## src/pkg/pldec_pkg.sv

```systemverilog
package pldec_pkg;

  // ==========================================================
  // Geometry
  localparam int unsigned NUM_PORTS    = 5;
  localparam int unsigned NUM_IND      = 4;
  localparam int unsigned STRAP_W      = 4;

  // ==========================================================
  // Strap decode
  localparam logic [1:0] MODE_0        = 2'h0;
  localparam logic [1:0] MODE_1        = 2'h1;
  localparam logic [1:0] MODE_2        = 2'h2;
  localparam logic [1:0] MODE_3        = 2'h3;
  localparam logic [1:0] STRAP_HI_NORM = 2'h0;

  // ==========================================================
  // Timing
  localparam int unsigned CLK_HZ       = 25_000_000;
  localparam int unsigned STRETCH_MS   = 50;
  localparam int unsigned STRETCH_CYC  = CLK_HZ / 1000 * STRETCH_MS;
  localparam int unsigned BLINK_MS     = 40;
  localparam int unsigned BLINK_CYC    = CLK_HZ / 1000 * BLINK_MS;
  localparam int unsigned COL_BLINK_MS = 100;
  localparam int unsigned COL_BLINK_CYC = CLK_HZ / 1000 * COL_BLINK_MS;

  // ==========================================================
  // Pin levels
  localparam logic        IND_OFF      = 1'h1;

  // ==========================================================
  // Per-port status
  typedef struct packed {
    logic link_up;
    logic speed_100;
    logic full_duplex;
    logic collision;
    logic tx_active;
    logic rx_active;
  } pldec_status_t;

endpackage

```

## src/verilog/pldec_stretch.sv

```systemverilog
`timescale 1ns/1ps
`default_nettype none

module pldec_stretch #(
  parameter int unsigned HOLD_CYC = 1
) (
  // Clock and reset
  input  wire logic i_clk,
  input  wire logic i_sys_rst,
  // Event
  input  wire logic i_event,
  output logic      o_stretched
);

  localparam int unsigned CW = $clog2(HOLD_CYC + 1);

  // Elaboration-time parameter check
  if (HOLD_CYC < 1) begin : g_bad_hold
    $error("HOLD_CYC must be at least 1");
  end

  logic [CW-1:0] cnt_q;

  // ==========================================================
  // Hold event for minimum on-time
  always_ff @(posedge i_clk) begin
    if (i_sys_rst) begin
      cnt_q <= '0;
    end else if (i_event) begin
      cnt_q <= CW'(HOLD_CYC);   // [RULE_14]
    end else if (cnt_q != '0) begin
      cnt_q <= cnt_q - CW'(1);
    end
  end

  assign o_stretched = i_event || (cnt_q != '0);

endmodule

`default_nettype wire

```

## src/verilog/pldec_top.sv

```systemverilog
// Function
// RULE_01: Indicator 0 shows speed, on at 100.
// RULE_02: Mode 0: indicator 1 shows full duplex.
// RULE_03: Modes 1,2: indicator 1 shows link; 3 reserved.
// RULE_04: Mode 0: indicator 2 shows collision.
// RULE_05: Mode 1: indicator 2 shows transmit.
// RULE_06: Modes 2,3: full steady, collision blinks.
// RULE_07: Modes 0,3: indicator 3 link plus activity.
// RULE_08: Mode 1: indicator 3 shows receive.
// RULE_09: Mode 2: indicator 3 shows any activity.
// RULE_10: Straps pick mode; pins active low.
// RULE_11: Board ties fiber detect low for copper.
// RULE_12: Upper strap bits low; others test.
// RULE_13: Link lit, blinks off on activity.
// RULE_14: Stretch events; sample straps after reset.
`timescale 1ns/1ps
`default_nettype none

module pldec_top #(
  parameter int unsigned NUM_PORTS     = pldec_pkg::NUM_PORTS,
  parameter int unsigned STRETCH_CYC   = pldec_pkg::STRETCH_CYC,
  parameter int unsigned BLINK_CYC     = pldec_pkg::BLINK_CYC,
  parameter int unsigned COL_BLINK_CYC = pldec_pkg::COL_BLINK_CYC
) (
  // Clock and reset
  input  wire logic                                 i_clk,
  input  wire logic                                 i_sys_rst,
  // Straps and board pins
  input  wire logic [pldec_pkg::STRAP_W-1:0]        i_indicator_mode_strap,
  input  wire logic [NUM_PORTS-1:0]                 i_fiber_signal_detect,
  // Port status from PHY and MAC
  input  wire pldec_pkg::pldec_status_t [NUM_PORTS-1:0] i_port_status,
  // Indicator pins, active low
  output logic [NUM_PORTS-1:0]                      o_port_indicator_zero_n,
  output logic [NUM_PORTS-1:0]                      o_port_indicator_one_n,
  output logic [NUM_PORTS-1:0]                      o_port_indicator_two_n,
  output logic [NUM_PORTS-1:0]                      o_port_indicator_three_n,
  // Strap status
  output logic                                      o_test_mode_strap
);

  // Elaboration-time parameter check
  if (NUM_PORTS < 1 || STRETCH_CYC < 1 || BLINK_CYC < 2 || COL_BLINK_CYC < 2) begin : g_bad_param
    $error("pldec_top: illegal parameter value");
  end

  // Wide enough for the full two-phase period of either timebase
  localparam int unsigned BW = $clog2(2 * (COL_BLINK_CYC + BLINK_CYC));

  // ==========================================================
  // Mode decode
  typedef enum logic [3:0] {
    PLDEC_M0 = 4'h1,
    PLDEC_M1 = 4'h2,
    PLDEC_M2 = 4'h4,
    PLDEC_M3 = 4'h8
  } pldec_mode_t;

  logic [pldec_pkg::STRAP_W-1:0] strap_s1_q;
  logic [pldec_pkg::STRAP_W-1:0] strap_s2_q;
  logic                          rst_d1_q;
  pldec_mode_t                   mode_q;
  logic                          test_q;

  // Strap synchroniser
  always_ff @(posedge i_clk) begin
    strap_s1_q <= i_indicator_mode_strap;
    strap_s2_q <= strap_s1_q;
  end

  always_ff @(posedge i_clk) begin
    rst_d1_q <= i_sys_rst;
  end

  // Latch mode once at reset release
  always_ff @(posedge i_clk) begin
    if (i_sys_rst) begin
      mode_q <= PLDEC_M0;
      test_q <= 1'b0;
    end else if (rst_d1_q) begin
      test_q <= (strap_s2_q[3:2] != pldec_pkg::STRAP_HI_NORM);   // [RULE_12]
      unique case (strap_s2_q[1:0])   // [RULE_10] [RULE_14]
        pldec_pkg::MODE_0: mode_q <= PLDEC_M0;
        pldec_pkg::MODE_1: mode_q <= PLDEC_M1;
        pldec_pkg::MODE_2: mode_q <= PLDEC_M2;
        pldec_pkg::MODE_3: mode_q <= PLDEC_M3;
      endcase
    end
  end

  // ==========================================================
  // Shared blink timebases for activity and collision
  logic [BW-1:0] blink_cnt_q;
  logic [BW-1:0] col_cnt_q;

  always_ff @(posedge i_clk) begin
    if (i_sys_rst || blink_cnt_q == BW'(2 * BLINK_CYC - 1)) begin
      blink_cnt_q <= '0;
    end else begin
      blink_cnt_q <= blink_cnt_q + BW'(1);
    end
  end

  always_ff @(posedge i_clk) begin
    if (i_sys_rst || col_cnt_q == BW'(2 * COL_BLINK_CYC - 1)) begin
      col_cnt_q <= '0;
    end else begin
      col_cnt_q <= col_cnt_q + BW'(1);
    end
  end

  logic act_phase_off;
  logic col_phase_on;
  assign act_phase_off = (blink_cnt_q >= BW'(BLINK_CYC));
  assign col_phase_on  = (col_cnt_q < BW'(COL_BLINK_CYC));

  // ==========================================================
  // Per-port status sync and stretch
  logic [NUM_PORTS-1:0] fsd_s1_q;
  logic [NUM_PORTS-1:0] fsd_s2_q;
  logic [NUM_PORTS-1:0] col_str;
  logic [NUM_PORTS-1:0] tx_str;
  logic [NUM_PORTS-1:0] rx_str;
  logic [NUM_PORTS-1:0] ind0_d;
  logic [NUM_PORTS-1:0] ind1_d;
  logic [NUM_PORTS-1:0] ind2_d;
  logic [NUM_PORTS-1:0] ind3_d;

  // Fiber detect is board level, only synchronised
  always_ff @(posedge i_clk) begin
    fsd_s1_q <= i_fiber_signal_detect;   // [RULE_11]
    fsd_s2_q <= fsd_s1_q;
  end

  for (genvar p = 0; p < NUM_PORTS; p++) begin : g_port
    pldec_stretch #(.HOLD_CYC(STRETCH_CYC)) u_col (
      .i_clk       (i_clk),
      .i_sys_rst   (i_sys_rst),
      .i_event     (i_port_status[p].collision),
      .o_stretched (col_str[p])
    );
    pldec_stretch #(.HOLD_CYC(STRETCH_CYC)) u_tx (
      .i_clk       (i_clk),
      .i_sys_rst   (i_sys_rst),
      .i_event     (i_port_status[p].tx_active),
      .o_stretched (tx_str[p])
    );
    pldec_stretch #(.HOLD_CYC(STRETCH_CYC)) u_rx (
      .i_clk       (i_clk),
      .i_sys_rst   (i_sys_rst),
      .i_event     (i_port_status[p].rx_active),
      .o_stretched (rx_str[p])
    );
  end

  // ==========================================================
  // Indicator mapping, active high here
  always_comb begin
    for (int p = 0; p < NUM_PORTS; p++) begin
      logic link;
      logic act;
      logic fd;
      link = i_port_status[p].link_up;
      act  = tx_str[p] || rx_str[p];
      fd   = i_port_status[p].full_duplex;
      ind0_d[p] = i_port_status[p].speed_100;   // [RULE_01]
      ind1_d[p] = 1'b0;
      ind2_d[p] = 1'b0;
      ind3_d[p] = 1'b0;
      unique case (mode_q)
        PLDEC_M0: begin
          ind1_d[p] = fd;   // [RULE_02]
          ind2_d[p] = col_str[p];   // [RULE_04]
          ind3_d[p] = link && !(act && act_phase_off);   // [RULE_07] [RULE_13]
        end
        PLDEC_M1: begin
          ind1_d[p] = link;   // [RULE_03]
          ind2_d[p] = tx_str[p];   // [RULE_05]
          ind3_d[p] = rx_str[p];   // [RULE_08]
        end
        PLDEC_M2: begin
          ind1_d[p] = link;   // [RULE_03]
          ind2_d[p] = fd || (col_str[p] && col_phase_on);   // [RULE_06]
          ind3_d[p] = act;   // [RULE_09]
        end
        PLDEC_M3: begin
          ind1_d[p] = 1'b0;   // [RULE_03]
          ind2_d[p] = fd || (col_str[p] && col_phase_on);   // [RULE_06]
          ind3_d[p] = link && !(act && act_phase_off);   // [RULE_07] [RULE_13]
        end
      endcase
    end
  end

  // ==========================================================
  // Registered active-low pins
  always_ff @(posedge i_clk) begin
    if (i_sys_rst) begin
      o_port_indicator_zero_n  <= {NUM_PORTS{pldec_pkg::IND_OFF}};
      o_port_indicator_one_n   <= {NUM_PORTS{pldec_pkg::IND_OFF}};
      o_port_indicator_two_n   <= {NUM_PORTS{pldec_pkg::IND_OFF}};
      o_port_indicator_three_n <= {NUM_PORTS{pldec_pkg::IND_OFF}};
    end else begin
      o_port_indicator_zero_n  <= ~ind0_d;   // [RULE_10]
      o_port_indicator_one_n   <= ~ind1_d;
      o_port_indicator_two_n   <= ~ind2_d;
      o_port_indicator_three_n <= ~ind3_d;
    end
  end

  always_ff @(posedge i_clk) begin
    if (i_sys_rst) begin
      o_test_mode_strap <= 1'b0;
    end else begin
      o_test_mode_strap <= test_q;
    end
  end

endmodule

`default_nettype wire
```

## config.mk

```make
export PLATFORM = sky130hd
export DESIGN_NAME = pldec_top
export DESIGN_NICKNAME = d
export VERILOG_FILES = /design/src/pkg/pldec_pkg.sv /design/src/verilog/pldec_stretch.sv /design/src/verilog/pldec_top.sv
export SDC_FILE = /design/constraint.sdc
export NUM_CORES = 1
export LEC_CHECK = 0
export BUFFER_PORTS_ARGS = -buffer_cell sky130_fd_sc_hd__buf_4
export CAP_MARGIN = 10
export CORE_AREA = 2 2 192 194
export DETAILED_ROUTE_END_ITERATION = 10
export DIE_AREA = 0 0 194 196
export GPL_TIMING_DRIVEN = 0
export PLACE_DENSITY = 0.64
export SLEW_MARGIN = 20
export SYNTH_ARGS = -nofsm -noshare
export SYNTH_HDL_FRONTEND = slang
export SYNTH_SLANG_ARGS = --single-unit
```

## constraint.sdc

```tcl
create_clock -name i_clk -period 6.3 [get_ports i_clk]
set_clock_uncertainty 0.15 [all_clocks]
set_input_delay 0 -clock i_clk [delete_from_list [all_inputs] [get_ports i_clk]]
set_output_delay 0 -clock i_clk [all_outputs]
set_load 0.02 [all_outputs]
```

**Yosys cells after proc, flatten, opt, wreduce, memory -nomap -nowiden**

Cells that the tools add are included.

- Bitwise gates (word level): 4
- Equality and inequality tests: 9
- Multiplexer cells: 46
- Reduce and logical (&&, ||, !) cells: 97
- $lt $le $gt $ge: 2
- Add/subtract/negate cells: 17

Operators by type and width:

| cell | count |
|---|---|
| 21-bit 2-to-1 mux | 30 |
| 21-bit nonzero test | 15 |
| 21-bit by 1-bit subtractor with 21-bit output, second input constant | 15 |
| 23-bit by 1-bit adder with 23-bit output, second input constant | 2 |
| 1-bit case mux with 3 select lines | 15 |
| 2-bit OR reduction | 18 |
| 2-bit nonzero test | 16 |
| 1-bit logical OR | 27 |
| 23-bit by 21-bit equality test with 1-bit output, second input constant | 1 |
| 23-bit equality test, second input constant | 1 |
| 23-bit by 20-bit greater-or-equal comparator with 1-bit output, second input constant | 1 |
| 23-bit by 22-bit less-than comparator with 1-bit output, second input constant | 1 |
| 5-bit inverter | 4 |
| 4-bit case mux with 4 select lines | 1 |
| 1-bit logical AND | 15 |
| 1-bit zero test | 5 |
| 2-bit equality test, second input constant | 2 |
| 4-bit by 1-bit equality test with 1-bit output, second input constant | 1 |
| 4-bit by 2-bit equality test with 1-bit output, second input constant | 1 |
| 4-bit by 3-bit equality test with 1-bit output, second input constant | 1 |
| 4-bit equality test, second input constant | 1 |
| 2-bit by 1-bit equality test with 1-bit output, second input constant | 1 |
| 2-bit zero test | 1 |

- Input port bits: 41
- Output and inout port bits: 21
- Word-level logic and storage cells: 217
- Bits in registers: 396

**Depth between registers and ports, before layout**

Gate-level depths: netlist (run 1).

- Word-level depth: 8
- Depth in mapped cells: 9
- Depth with buffers taken out: 8

**Cells and area by module**

From an unflattened synthesis (run 1), not the netlist that was laid out.

- Cells, all modules: 2235
- Area, all modules: 19972.9 sq um

Modules (own cells, without submodules):

| module | area each (sq um) | cells an instance | instances | seq. area each (sq um) |
|---|---|---|---|---|
| pldec_stretch | 1091.0 | 122 | 15 | 420.4 |
| pldec_top | 3607.2 | 405 | 1 | 1621.6 |

**Worst setup path before layout (run 1)**

Ideal clock, no wire load.

- Path kind: flip-flop to flip-flop
- Start point: register g_port[4].u_tx.cnt_q[0]
- End point: register g_port[4].u_tx.cnt_q[14]
- Slack: 3812 ps
- Cell stages (with the launch flop): 10
- Data arrival time: 2210 ps
- Data required time: 6022 ps
- Cells stage by stage: dfxtp_1 -> inv_1 -> ha_1 -> or3b_2 -> clkbuf_1 -> or4_1 -> or3_1 -> nor2_1 -> xnor2_1 -> nor2_1

- Longest elaborated chain between the ends: 1

RTL lines:

| what | line | RTL |
|---|---|---|
| from (decl) | pldec_stretch.sv:22 | `logic [CW-1:0] cnt_q;` |
| from (signal assigned) | pldec_stretch.sv:30 | `cnt_q <= CW'(HOLD_CYC);` |
| from (signal assigned) | pldec_stretch.sv:32 | `cnt_q <= cnt_q - CW'(1);` |
| 21-bit by 1-bit subtractor with 21-bit output / 21-bit nonzero test (equally long branches) | pldec_stretch.sv:32, pldec_stretch.sv:31 |  |

Several ways; a longest one is shown, not always the timed one.
A chain may end at the register's enable or synchronous reset.

**Worst setup path after layout (run 1)**

- Start point: register g_port[0].u_tx.cnt_q[4]
- End point: register o_port_indicator_three_n[0]

- Longest elaborated chain between the ends: 8

RTL lines:

| what | line | RTL |
|---|---|---|
| from (decl) | pldec_stretch.sv:22 |  |
| from (signal assigned) | pldec_stretch.sv:30 |  |
| from (signal assigned) | pldec_stretch.sv:32 |  |
| 21-bit nonzero test * | pldec_stretch.sv:36 | `assign o_stretched = i_event \|\| (cnt_q != '0);` |
| 1-bit logical OR * | pldec_stretch.sv:36 |  |
| 1-bit logical OR * | pldec_top.sv:164 | `act = tx_str[p] \|\| rx_str[p];` |
| 1-bit logical AND | pldec_top.sv:174, pldec_top.sv:189 |  |
| 1-bit zero test | pldec_top.sv:174, pldec_top.sv:189 |  |
| 1-bit logical AND | pldec_top.sv:174, pldec_top.sv:189 |  |
| 1-bit case mux with 3 select lines * | pldec_top.sv:170 | `unique case (mode_q)` |
| 5-bit inverter * | pldec_top.sv:207 | `o_port_indicator_three_n <= ~ind3_d;` |
| to (signal assigned) | pldec_top.sv:202 | `o_port_indicator_three_n <= {NUM_PORTS{pldec_pkg::IND_OFF}};` |
| to (signal assigned) | pldec_top.sv:207 |  |
| to (decl) | pldec_top.sv:37 | `output logic [NUM_PORTS-1:0] o_port_indicator_three_n,` |

Mark *: on every way between the ends. The rest lies on a longest branch, timed or not.

==> results of run 1 <==
-- final timing paths --
kind                                              start                          end  cells past startpoint  slack (ns)
worst max-delay path            g_port[0].u_tx.cnt_q[4]  o_port_indicator_three_n[0]                      7        2.96
worst min register to register            strap_s1_q[3]                strap_s2_q[3]                      0        0.17
worst min-delay path                   i_port_status[8]    g_port[1].u_col.cnt_q[16]                      4        0.08
worst max register to register  g_port[0].u_tx.cnt_q[4]  o_port_indicator_three_n[0]                      7        2.96
-- area by class of cell --
type | instances | area [µm²] | area share, %
Clock buffer | 60 | 1260 | 6.08
Inverter | 62 | 233 | 1.12
Timing Repair Buffer | 107 | 931 | 4.49
Tap cell | 468 | 586 | 2.82
Buffer | 58 | 226 | 1.09
Clock inverter | 17 | 163 | 0.784
Sequential cell | 396 | 7930 | 38.2
Multi-Input combinational cell | 1552 | 9430 | 45.4
-- power by group through the flow --
stage,logic (µW),clock network (µW),registers (µW)
after floorplan,730,0,2850
after global placement,930,0,2860
after detailed placement,945,0,2870
after CTS,980,2590,2810
after global routing,1100,2680,2840
final,980,2520,2820
-- cells in the mapped netlist, drive strengths merged (3+ instances only) --
cell    number  area [µm²]
nor4        66         462
o211ai       6        50.1
a21boi       3        22.5
nor2       345        1290
or4b         3        30.0
nand3       66         335
xor2       128        1120
and3         8        50.1
mux2i        3        30.0
nor4bb       3        30.0
a22o         5        43.8
o21ai       52         260
o41ai        7        61.3
clkbuf      54         203
ha          21         263
nand2b      17         106
or3         54         338
or3b         3        26.3
inv         58         218
dfxtp      396        7930
buf          4        23.8
or4         51         413
nor4b        8        76.3
nor2b       11        68.8
a31oi       11        68.8
and4         8        70.1
nand2      114         428
a211oi      29         223
and4b        3        30.0
a211o        5        43.8
nand4b      11         111
nor3        90         455
o31ai       11        87.6
nand4       27         169
or2         15        93.8
clkinv       4        15.0
nor3b       12        90.1
xnor2      137        1200
and2        10        62.6
nand3b      25         188
a21oi      162         811
-- state kept, by name, summed over array words and instances (netlist names) --
register,count
o_test_mode_strap,1
g_port.u_rx.cnt_q,105
col_cnt_q,23
o_port_indicator_one_n,5
strap_s1_q,4
strap_s2_q,4
g_port.u_col.cnt_q,105
o_port_indicator_two_n,5
g_port.u_tx.cnt_q,105
o_port_indicator_zero_n,5
test_q,1
mode_q,4
o_port_indicator_three_n,5
blink_cnt_q,23
rst_d1_q,1
-- worst reg2reg max path, stage by stage (launching register included) --
cell           delay, ns
dfxtp_1             0.33
or4_4               0.58
nor4_1              0.43
nand3_2             0.33
nand4b_4            0.26
a2111oi_0           0.47
o21ai_1             0.11
dlygate4sd3_1       0.56
-- stage by stage --
step / total power [µW] / hold WS [ns] / cells / setup WS (ns) / instance area (µm²)
after floorplan: 3580 / -0.122 / 2068 / 3.81 / 17800
after global placement: 3790 / -0.0442 / 2592 / 3.33 / 18800
after detailed placement: 3810 / -0.0427 / 2592 / 3.35 / 18800
after CTS: 6390 / 0.0495 / 2720 / 3.02 / 20800
after global routing: 6630 / 0.0780 / 2720 / 2.83 / 20800
final: 6320 / 0.0834 / 2720 / 2.96 / 20800
-- layer usage --
layer  wire [µm]  part of all wire [%]
met5           0                     0
met4        1020                   2.5
met3        1640                   4.0
met2       18700                    45
met1       19700                    48
-- cell families (layout without fill, tap and decap cells) --
group,after synthesis,after routing
and+or+nand+nor,951,951
muxes,5,5
DFF,396,396
buffers and inverters,120,304
xor gates and xnor gates,265,265
AOI/OAI and AO/OA,310,310
adders and majority gates,21,21
==> metrics.json, run 1 <==
{
  "final_layout": {
    "finalCoreUtilization_pct": 57.5,
    "drive_above_1_share_pct": 7.55,
    "layout_common_cells": "dfxtp_1 (396), nor2_1 (345), a21oi_1 (162)",
    "final_common_cell": "dfxtp_1",
    "insertedDiodeCount": 0,
    "areaGrowthSynthToFinish_pct": 16.6,
    "finalNetCount": 2282,
    "fill_cells": 3261
  },
  "synth": {
    "synthesized_area_fraction_occupied_by_xor_and_xnor_cells_pct": 13.0,
    "synth.yosys.seq_area_share_pct": 44.5,
    "synth_mux_area_share_pct": 0.295,
    "syn-cell-area_um2": 17800,
    "number_of_enable_type_register_cells_in_the_synthesized_netlist": 0,
    "post_synth_and_or_nand_nor_area_fraction_pct": 27.7,
    "synth_top_family_by_area": "simple AND/OR/NAND/NOR gates",
    "yosys.cell_types.count": 74,
    "share_of_flip_flops_with_an_asynchronous_set_or_reset_pct": 0,
    "syn-mean-instance-area_um2": 8.61,
    "synth_cells": 2068,
    "postSynthNetCount": 2130,
    "synth_ff_type": "dfxtp_1",
    "synth_compound_gate_area_share_pct": 10.4,
    "yosysWarningCount": 0,
    "synth-adder-area-share_pct": 1.48,
    "postSynthRegisterBits": 396
  },
  "timing": {
    "worst_relative_slew_slack_pct": 29.5,
    "grt_setup_unrepaired": "no",
    "post-route-min-period_ns": 3.34,
    "final-setup-viol-count": 0,
    "fmax_mhz": 299,
    "min_period_over_period_pct": 53.1,
    "hold_violations": 0,
    "report.final.slew_viol_count": 0,
    "fin_setup_tns_ns": 0,
    "worst-slew-pin-transition_ns": 1.06
  },
  "power": {
    "p_int_uw": 4610,
    "part_of_the_total_power_dissipated_in_the_clock_network_pct": 39.9,
    "powerDensity_nw_per_um2": 305,
    "irDropWorstVdd_uv": 267,
    "p_seq_share_pct": 44.6,
    "power_frac_comb_pct": 15.5,
    "leakagePower_uw": 0.00775,
    "net-switching-power_uw": 1710,
    "switching_share_pct": 27.1
  },
  "cts": {
    "cts.clk_slew.worst_paths_ns": 0.06,
    "htreeDepth": 2,
    "clock_sinks": 396,
    "post-cts-setup-buffers": 0,
    "tritoncts_buffers": 43,
    "worstSkewPairLatency_ns": 0.56,
    "holdBufCountCts": 51,
    "root_buffer": "clkbuf_16",
    "post_cts_resize_count": 0,
    "ctsLongestPathBuffers": 3,
    "cts_tree": "yes"
  },
  "critical_path": {
    "worstPathMaxFanout": 10,
    "crit_slowest_cell": "or4_4",
    "critical_path.max_stage_delay_ns": 0.58,
    "worst_setup_path_start_kind": "flop",
    "crit_end_element": "flop",
    "cp.buffers_inverters": 1,
    "critical_path.cell_chain": "or4_4, nor4_1, nand3_2, nand4b_4, a2111oi_0, o21ai_1, dlygate4sd3_1",
    "critPathArrivalTime_ns": 3.63,
    "worst_path_dominant_cell_family": "simple AND/OR/NAND/NOR gates",
    "path_class": "reg -> reg",
    "timing.critical_path.required_ns": 6.59
  },
  "detailed_routing": {
    "totalWireLength_um": 41100,
    "vias": 14886,
    "dr.first_iter.drc_count": 734,
    "firstDrtPassIters": 7,
    "ant_nets": 0,
    "drt-wirelength-per-cell_um": 15.1,
    "route.detailed.vias_per_inst": 5.47,
    "drc": 0
  },
  "placed_design": {
    "gp_routability_congestion": 0.820,
    "port_buffers": 56,
    "detailedPlacementHpwl_um": 28300
  },
  "global_route": {
    "groute.layer.met3.usage_pct": 3.40,
    "grt_start_max_net_pins": 14,
    "gr-usage-all-layers_pct": 21.4,
    "globalRouteMet1Util_pct": 28.8,
    "gr-max-usage-layer": "met2",
    "first_global_vias": 14172,
    "gr-usage-met2_pct": 35.3,
    "grt_antenna_before_repair": 0,
    "first_pass_grt_wire_length_um": 68800,
    "grt_overflow": 0
  },
  "floorplan": {
    "initial_utilization_pct": 49.3,
    "design.core.area_um2": 36100,
    "die_area_um2": 38000,
    "die_h_um": 196,
    "die_w_um": 194,
    "io-pin-count": 62,
    "placementRows": 70
  },
  "outcome": {
    "status": "completed"
  },
  "min_path": {
    "min_path_type": "in -> reg"
  },
  "run": {
    "timing.max_cap.violations": 0
  }
}
(Power assumes the default switching activity.)
==> run 2, diff against run 1 <==
--- a/config.mk
+++ b/config.mk
@@ -5,11 +5,12 @@
 export SDC_FILE = /design/constraint.sdc
 export NUM_CORES = 1
 export LEC_CHECK = 0
+export ABC_AREA = 1
 export BUFFER_PORTS_ARGS = -buffer_cell sky130_fd_sc_hd__buf_4
 export CAP_MARGIN = 10
-export CORE_AREA = 2 2 192 194
+export CORE_AREA = 2 2 207 209
 export DETAILED_ROUTE_END_ITERATION = 10
-export DIE_AREA = 0 0 194 196
+export DIE_AREA = 0 0 209 211
 export GPL_TIMING_DRIVEN = 0
 export PLACE_DENSITY = 0.64
 export SLEW_MARGIN = 20
==> constraint.sdc (replaced) <==
create_clock -name i_clk -period 3.1 [get_ports i_clk]
set_clock_uncertainty 0.15 [all_clocks]
set_input_delay 0 -clock i_clk [delete_from_list [all_inputs] [get_ports i_clk]]
set_output_delay 0 -clock i_clk [all_outputs]
set_load 0.02 [all_outputs]
==> metrics.json, run 2 <==
{
  "outcome": {
    "status": "completed"
  },
  "power": {
    "power_frac_comb_pct": 18.1,
    "switching_share_pct": 29.1,
    "powerDensity_nw_per_um2": 578,
    "irDropWorstVdd_uv": 538,
    "leakagePower_uw": 0.0101,
    "net-switching-power_uw": 4000,
    "part_of_the_total_power_dissipated_in_the_clock_network_pct": 40.4,
    "p_seq_share_pct": 41.5,
    "p_int_uw": 9740
  },
  "synth": {
    "yosysWarningCount": 0,
    "synth_ff_type": "dfxtp_1",
    "synth_commonest_cells": "nor2_1 (683), nand2_1 (671), dfxtp_1 (396)",
    "syn-mean-instance-area_um2": 6.81,
    "postSynthNetCount": 3093,
    "share_of_flip_flops_with_an_asynchronous_set_or_reset_pct": 0,
    "post-synth-top-count-cell": "nor2_1",
    "synth_cells": 3031,
    "number_of_enable_type_register_cells_in_the_synthesized_netlist": 0,
    "yosys.cell_types.count": 50,
    "synth_top_area_cell": "dfxtp_1",
    "syn-cell-area_um2": 20600,
    "synth.yosys.seq_area_share_pct": 38.4,
    "ys_top_cells_by_area": "dfxtp_1 (38%), nor2_1 (12%), nand2_1 (12%)",
    "yosys_top_cell_area_share_pct": 38.4,
    "postSynthRegisterBits": 396
  },
  "global_route": {
    "first_global_vias": 18477,
    "first_pass_grt_wire_length_um": 87900,
    "gr-usage-all-layers_pct": 23.9,
    "globalRouteMet1Util_pct": 31.6,
    "gr-usage-met2_pct": 39.2,
    "groute.layer.met3.usage_pct": 3.70,
    "grt_start_max_net_pins": 13,
    "grt_overflow": 0,
    "grt_antenna_before_repair": 5,
    "gr-max-usage-layer": "met2"
  },
  "placed_design": {
    "numPlacedInstances": 3626,
    "dp_worst_setup_slack_ns": 0.601,
    "detailedPlacementHpwl_um": 38900,
    "port_buffers": 56,
    "gp_routability_congestion": 0.915
  },
  "final_layout": {
    "finalNetCount": 3243,
    "finalCoreUtilization_pct": 56.9,
    "final_common_cell": "nor2_1",
    "layout_common_cells": "nor2_1 (683), nand2_1 (671), dfxtp_1 (396)",
    "areaGrowthSynthToFinish_pct": 15.1,
    "drive_above_1_share_pct": 9.14,
    "fill_cells": 4097,
    "layout.cells.non_filler": 3759,
    "biggestRegsByFlops": "g_port.u_col.cnt_q (105), g_port.u_rx.cnt_q (105), g_port.u_tx.cnt_q (105)"
  },
  "critical_path": {
    "critical-path-top-cell-by-count": "clkbuf_1",
    "critPathArrivalTime_ns": 2.70,
    "crit_slowest_cell": "clkbuf_1",
    "timing.critical_path.required_ns": 3.34,
    "critical_path.cell_chain": "dlygate4sd3_1, buf_4, inv_1, clkbuf_1, clkbuf_1, nand2_1",
    "worst_path_dominant_cell_family": "buffers and inverters",
    "path_class": "in -> reg",
    "cp.buffers_inverters": 5,
    "worstPathMaxFanout": 10,
    "critical_path.max_stage_delay_ns": 0.64,
    "crit_end_element": "flop",
    "worst_setup_path_start_kind": "input port"
  },
  "timing": {
    "grt_setup_unrepaired": "no",
    "final.setup.worst_slack_ns": 0.635,
    "post-route-min-period_ns": 2.47,
    "final-setup-viol-count": 0,
    "fmax_mhz": 406,
    "min_period_over_period_pct": 79.5,
    "worst_relative_slew_slack_pct": 38.7,
    "hold_violations": 0,
    "worst-slew-pin-transition_ns": 0.919,
    "report.final.slew_viol_count": 0,
    "fin_setup_tns_ns": 0
  },
  "cts": {
    "worstSkewPairLatency_ns": 0.58,
    "cts_tree": "yes",
    "cts.clk_slew.worst_paths_ns": 0.06,
    "root_buffer": "clkbuf_16",
    "ctsLongestPathBuffers": 3,
    "clock_sinks": 396,
    "tritoncts_buffers": 46,
    "htreeDepth": 2
  },
  "floorplan": {
    "design.core.area_um2": 41800,
    "initial_utilization_pct": 49.4,
    "die_h_um": 211,
    "die_w_um": 209,
    "io-pin-count": 62,
    "placementRows": 75,
    "die_area_um2": 44100
  },
  "detailed_routing": {
    "ant_nets": 0,
    "totalWireLength_um": 52400,
    "firstDrtPassIters": 6,
    "vias": 19358,
    "drc": 0,
    "dr.first_iter.drc_count": 965,
    "drt-wirelength-per-cell_um": 13.9,
    "route.detailed.vias_per_inst": 5.15
  },
  "run": {
    "timing.max_cap.violations": 0
  },
  "min_path": {
    "min_path_type": "in -> reg"
  }
}
[run 2: worst reg2reg max path, stage by stage, from the launching register on]
cell,delay [ns]
dfxtp_1,0.31
inv_1,0.07
ha_1,0.20
nand2_2,0.10
nor2_4,0.21
nand3_2,0.12
buf_6,0.17
nor2_8,0.10
nor2_1,0.05
a21oi_1,0.15
dlygate4sd3_1,0.60
nand2_1,0.06
nand2_1,0.05
[run 2: cell families after synthesis]
family	Yosys count	share of synthesized area, %
buffers and inverters	309	5.94
xor gates and xnor gates	159	6.75
adders and majority gates	21	1.27
DFF	396	38.4
and+or+nand+nor	1821	39.0
AOI/OAI and AO/OA	325	8.58
[run 2: per-layer routing]
| layer | wire length [µm] | vias up |
|---|---|---|
| met3 | 2500 | 100 |
| met1 | 24700 | 8832 |
| li1 | - | 10041 |
| met5 | 27 | - |
| met4 | 1700 | 4 |
| met2 | 23400 | 381 |
[run 2: repair_timing]
| item | CTS | global route |
|---|---|---|
| gates resized for setup | 0 | 0 |
| endpoints found under the hold margin | 218 | 0 |
| hold buffers | 46 | 0 |
| buffers inserted | 0 | 0 |
[run 2: area by class of cell]
class,instances,area [µm²],share of cell area [%]
Antenna cell,3,7.51,0.0316
Buffer,52,262,1.10
Clock buffer,71,1390,5.85
Clock inverter,13,169,0.711
Inverter,257,965,4.06
Multi-Input combinational cell,2326,11500,48.3
Sequential cell,396,7930,33.4
Tap cell,539,674,2.84
Timing Repair Buffer,102,881,3.71
[run 2: path summary, 6_finish.rpt]
check | slack [ns] | from | to | depth (start not counted)
worst max-delay path | 0.63 | i_sys_rst | o_port_indicator_one_n[0] | 6
worst max register to register | 0.70 | g_port[0].u_tx.cnt_q[0] | o_port_indicator_two_n[0] | 12
worst min-delay path | 0.07 | i_port_status[2] | g_port[0].u_col.cnt_q[6] | 4
worst min register to register | 0.18 | strap_s1_q[2] | strap_s2_q[2] | 0
[run 2: per-stage QoR]
stage / hold slack [ns] / power (µW) / area, µm²
after floorplan: -0.122 / 7630 / 20600
after global routing: 0.0806 / 14500 / 23700
final: 0.0694 / 13700 / 23700
after detailed placement: -0.0444 / 8210 / 21700
after CTS: 0.0337 / 13900 / 23700
after global placement: -0.0449 / 8170 / 21700
[run 2: power groups by stage]
stage | sequential, µW | clock, µW | combinational (µW)
after floorplan | 5740 | 0 | 1890
after global placement | 5790 | 0 | 2380
after detailed placement | 5790 | 0 | 2420
after CTS | 5690 | 5710 | 2480
after global routing | 5730 | 5900 | 2850
final | 5700 | 5550 | 2490
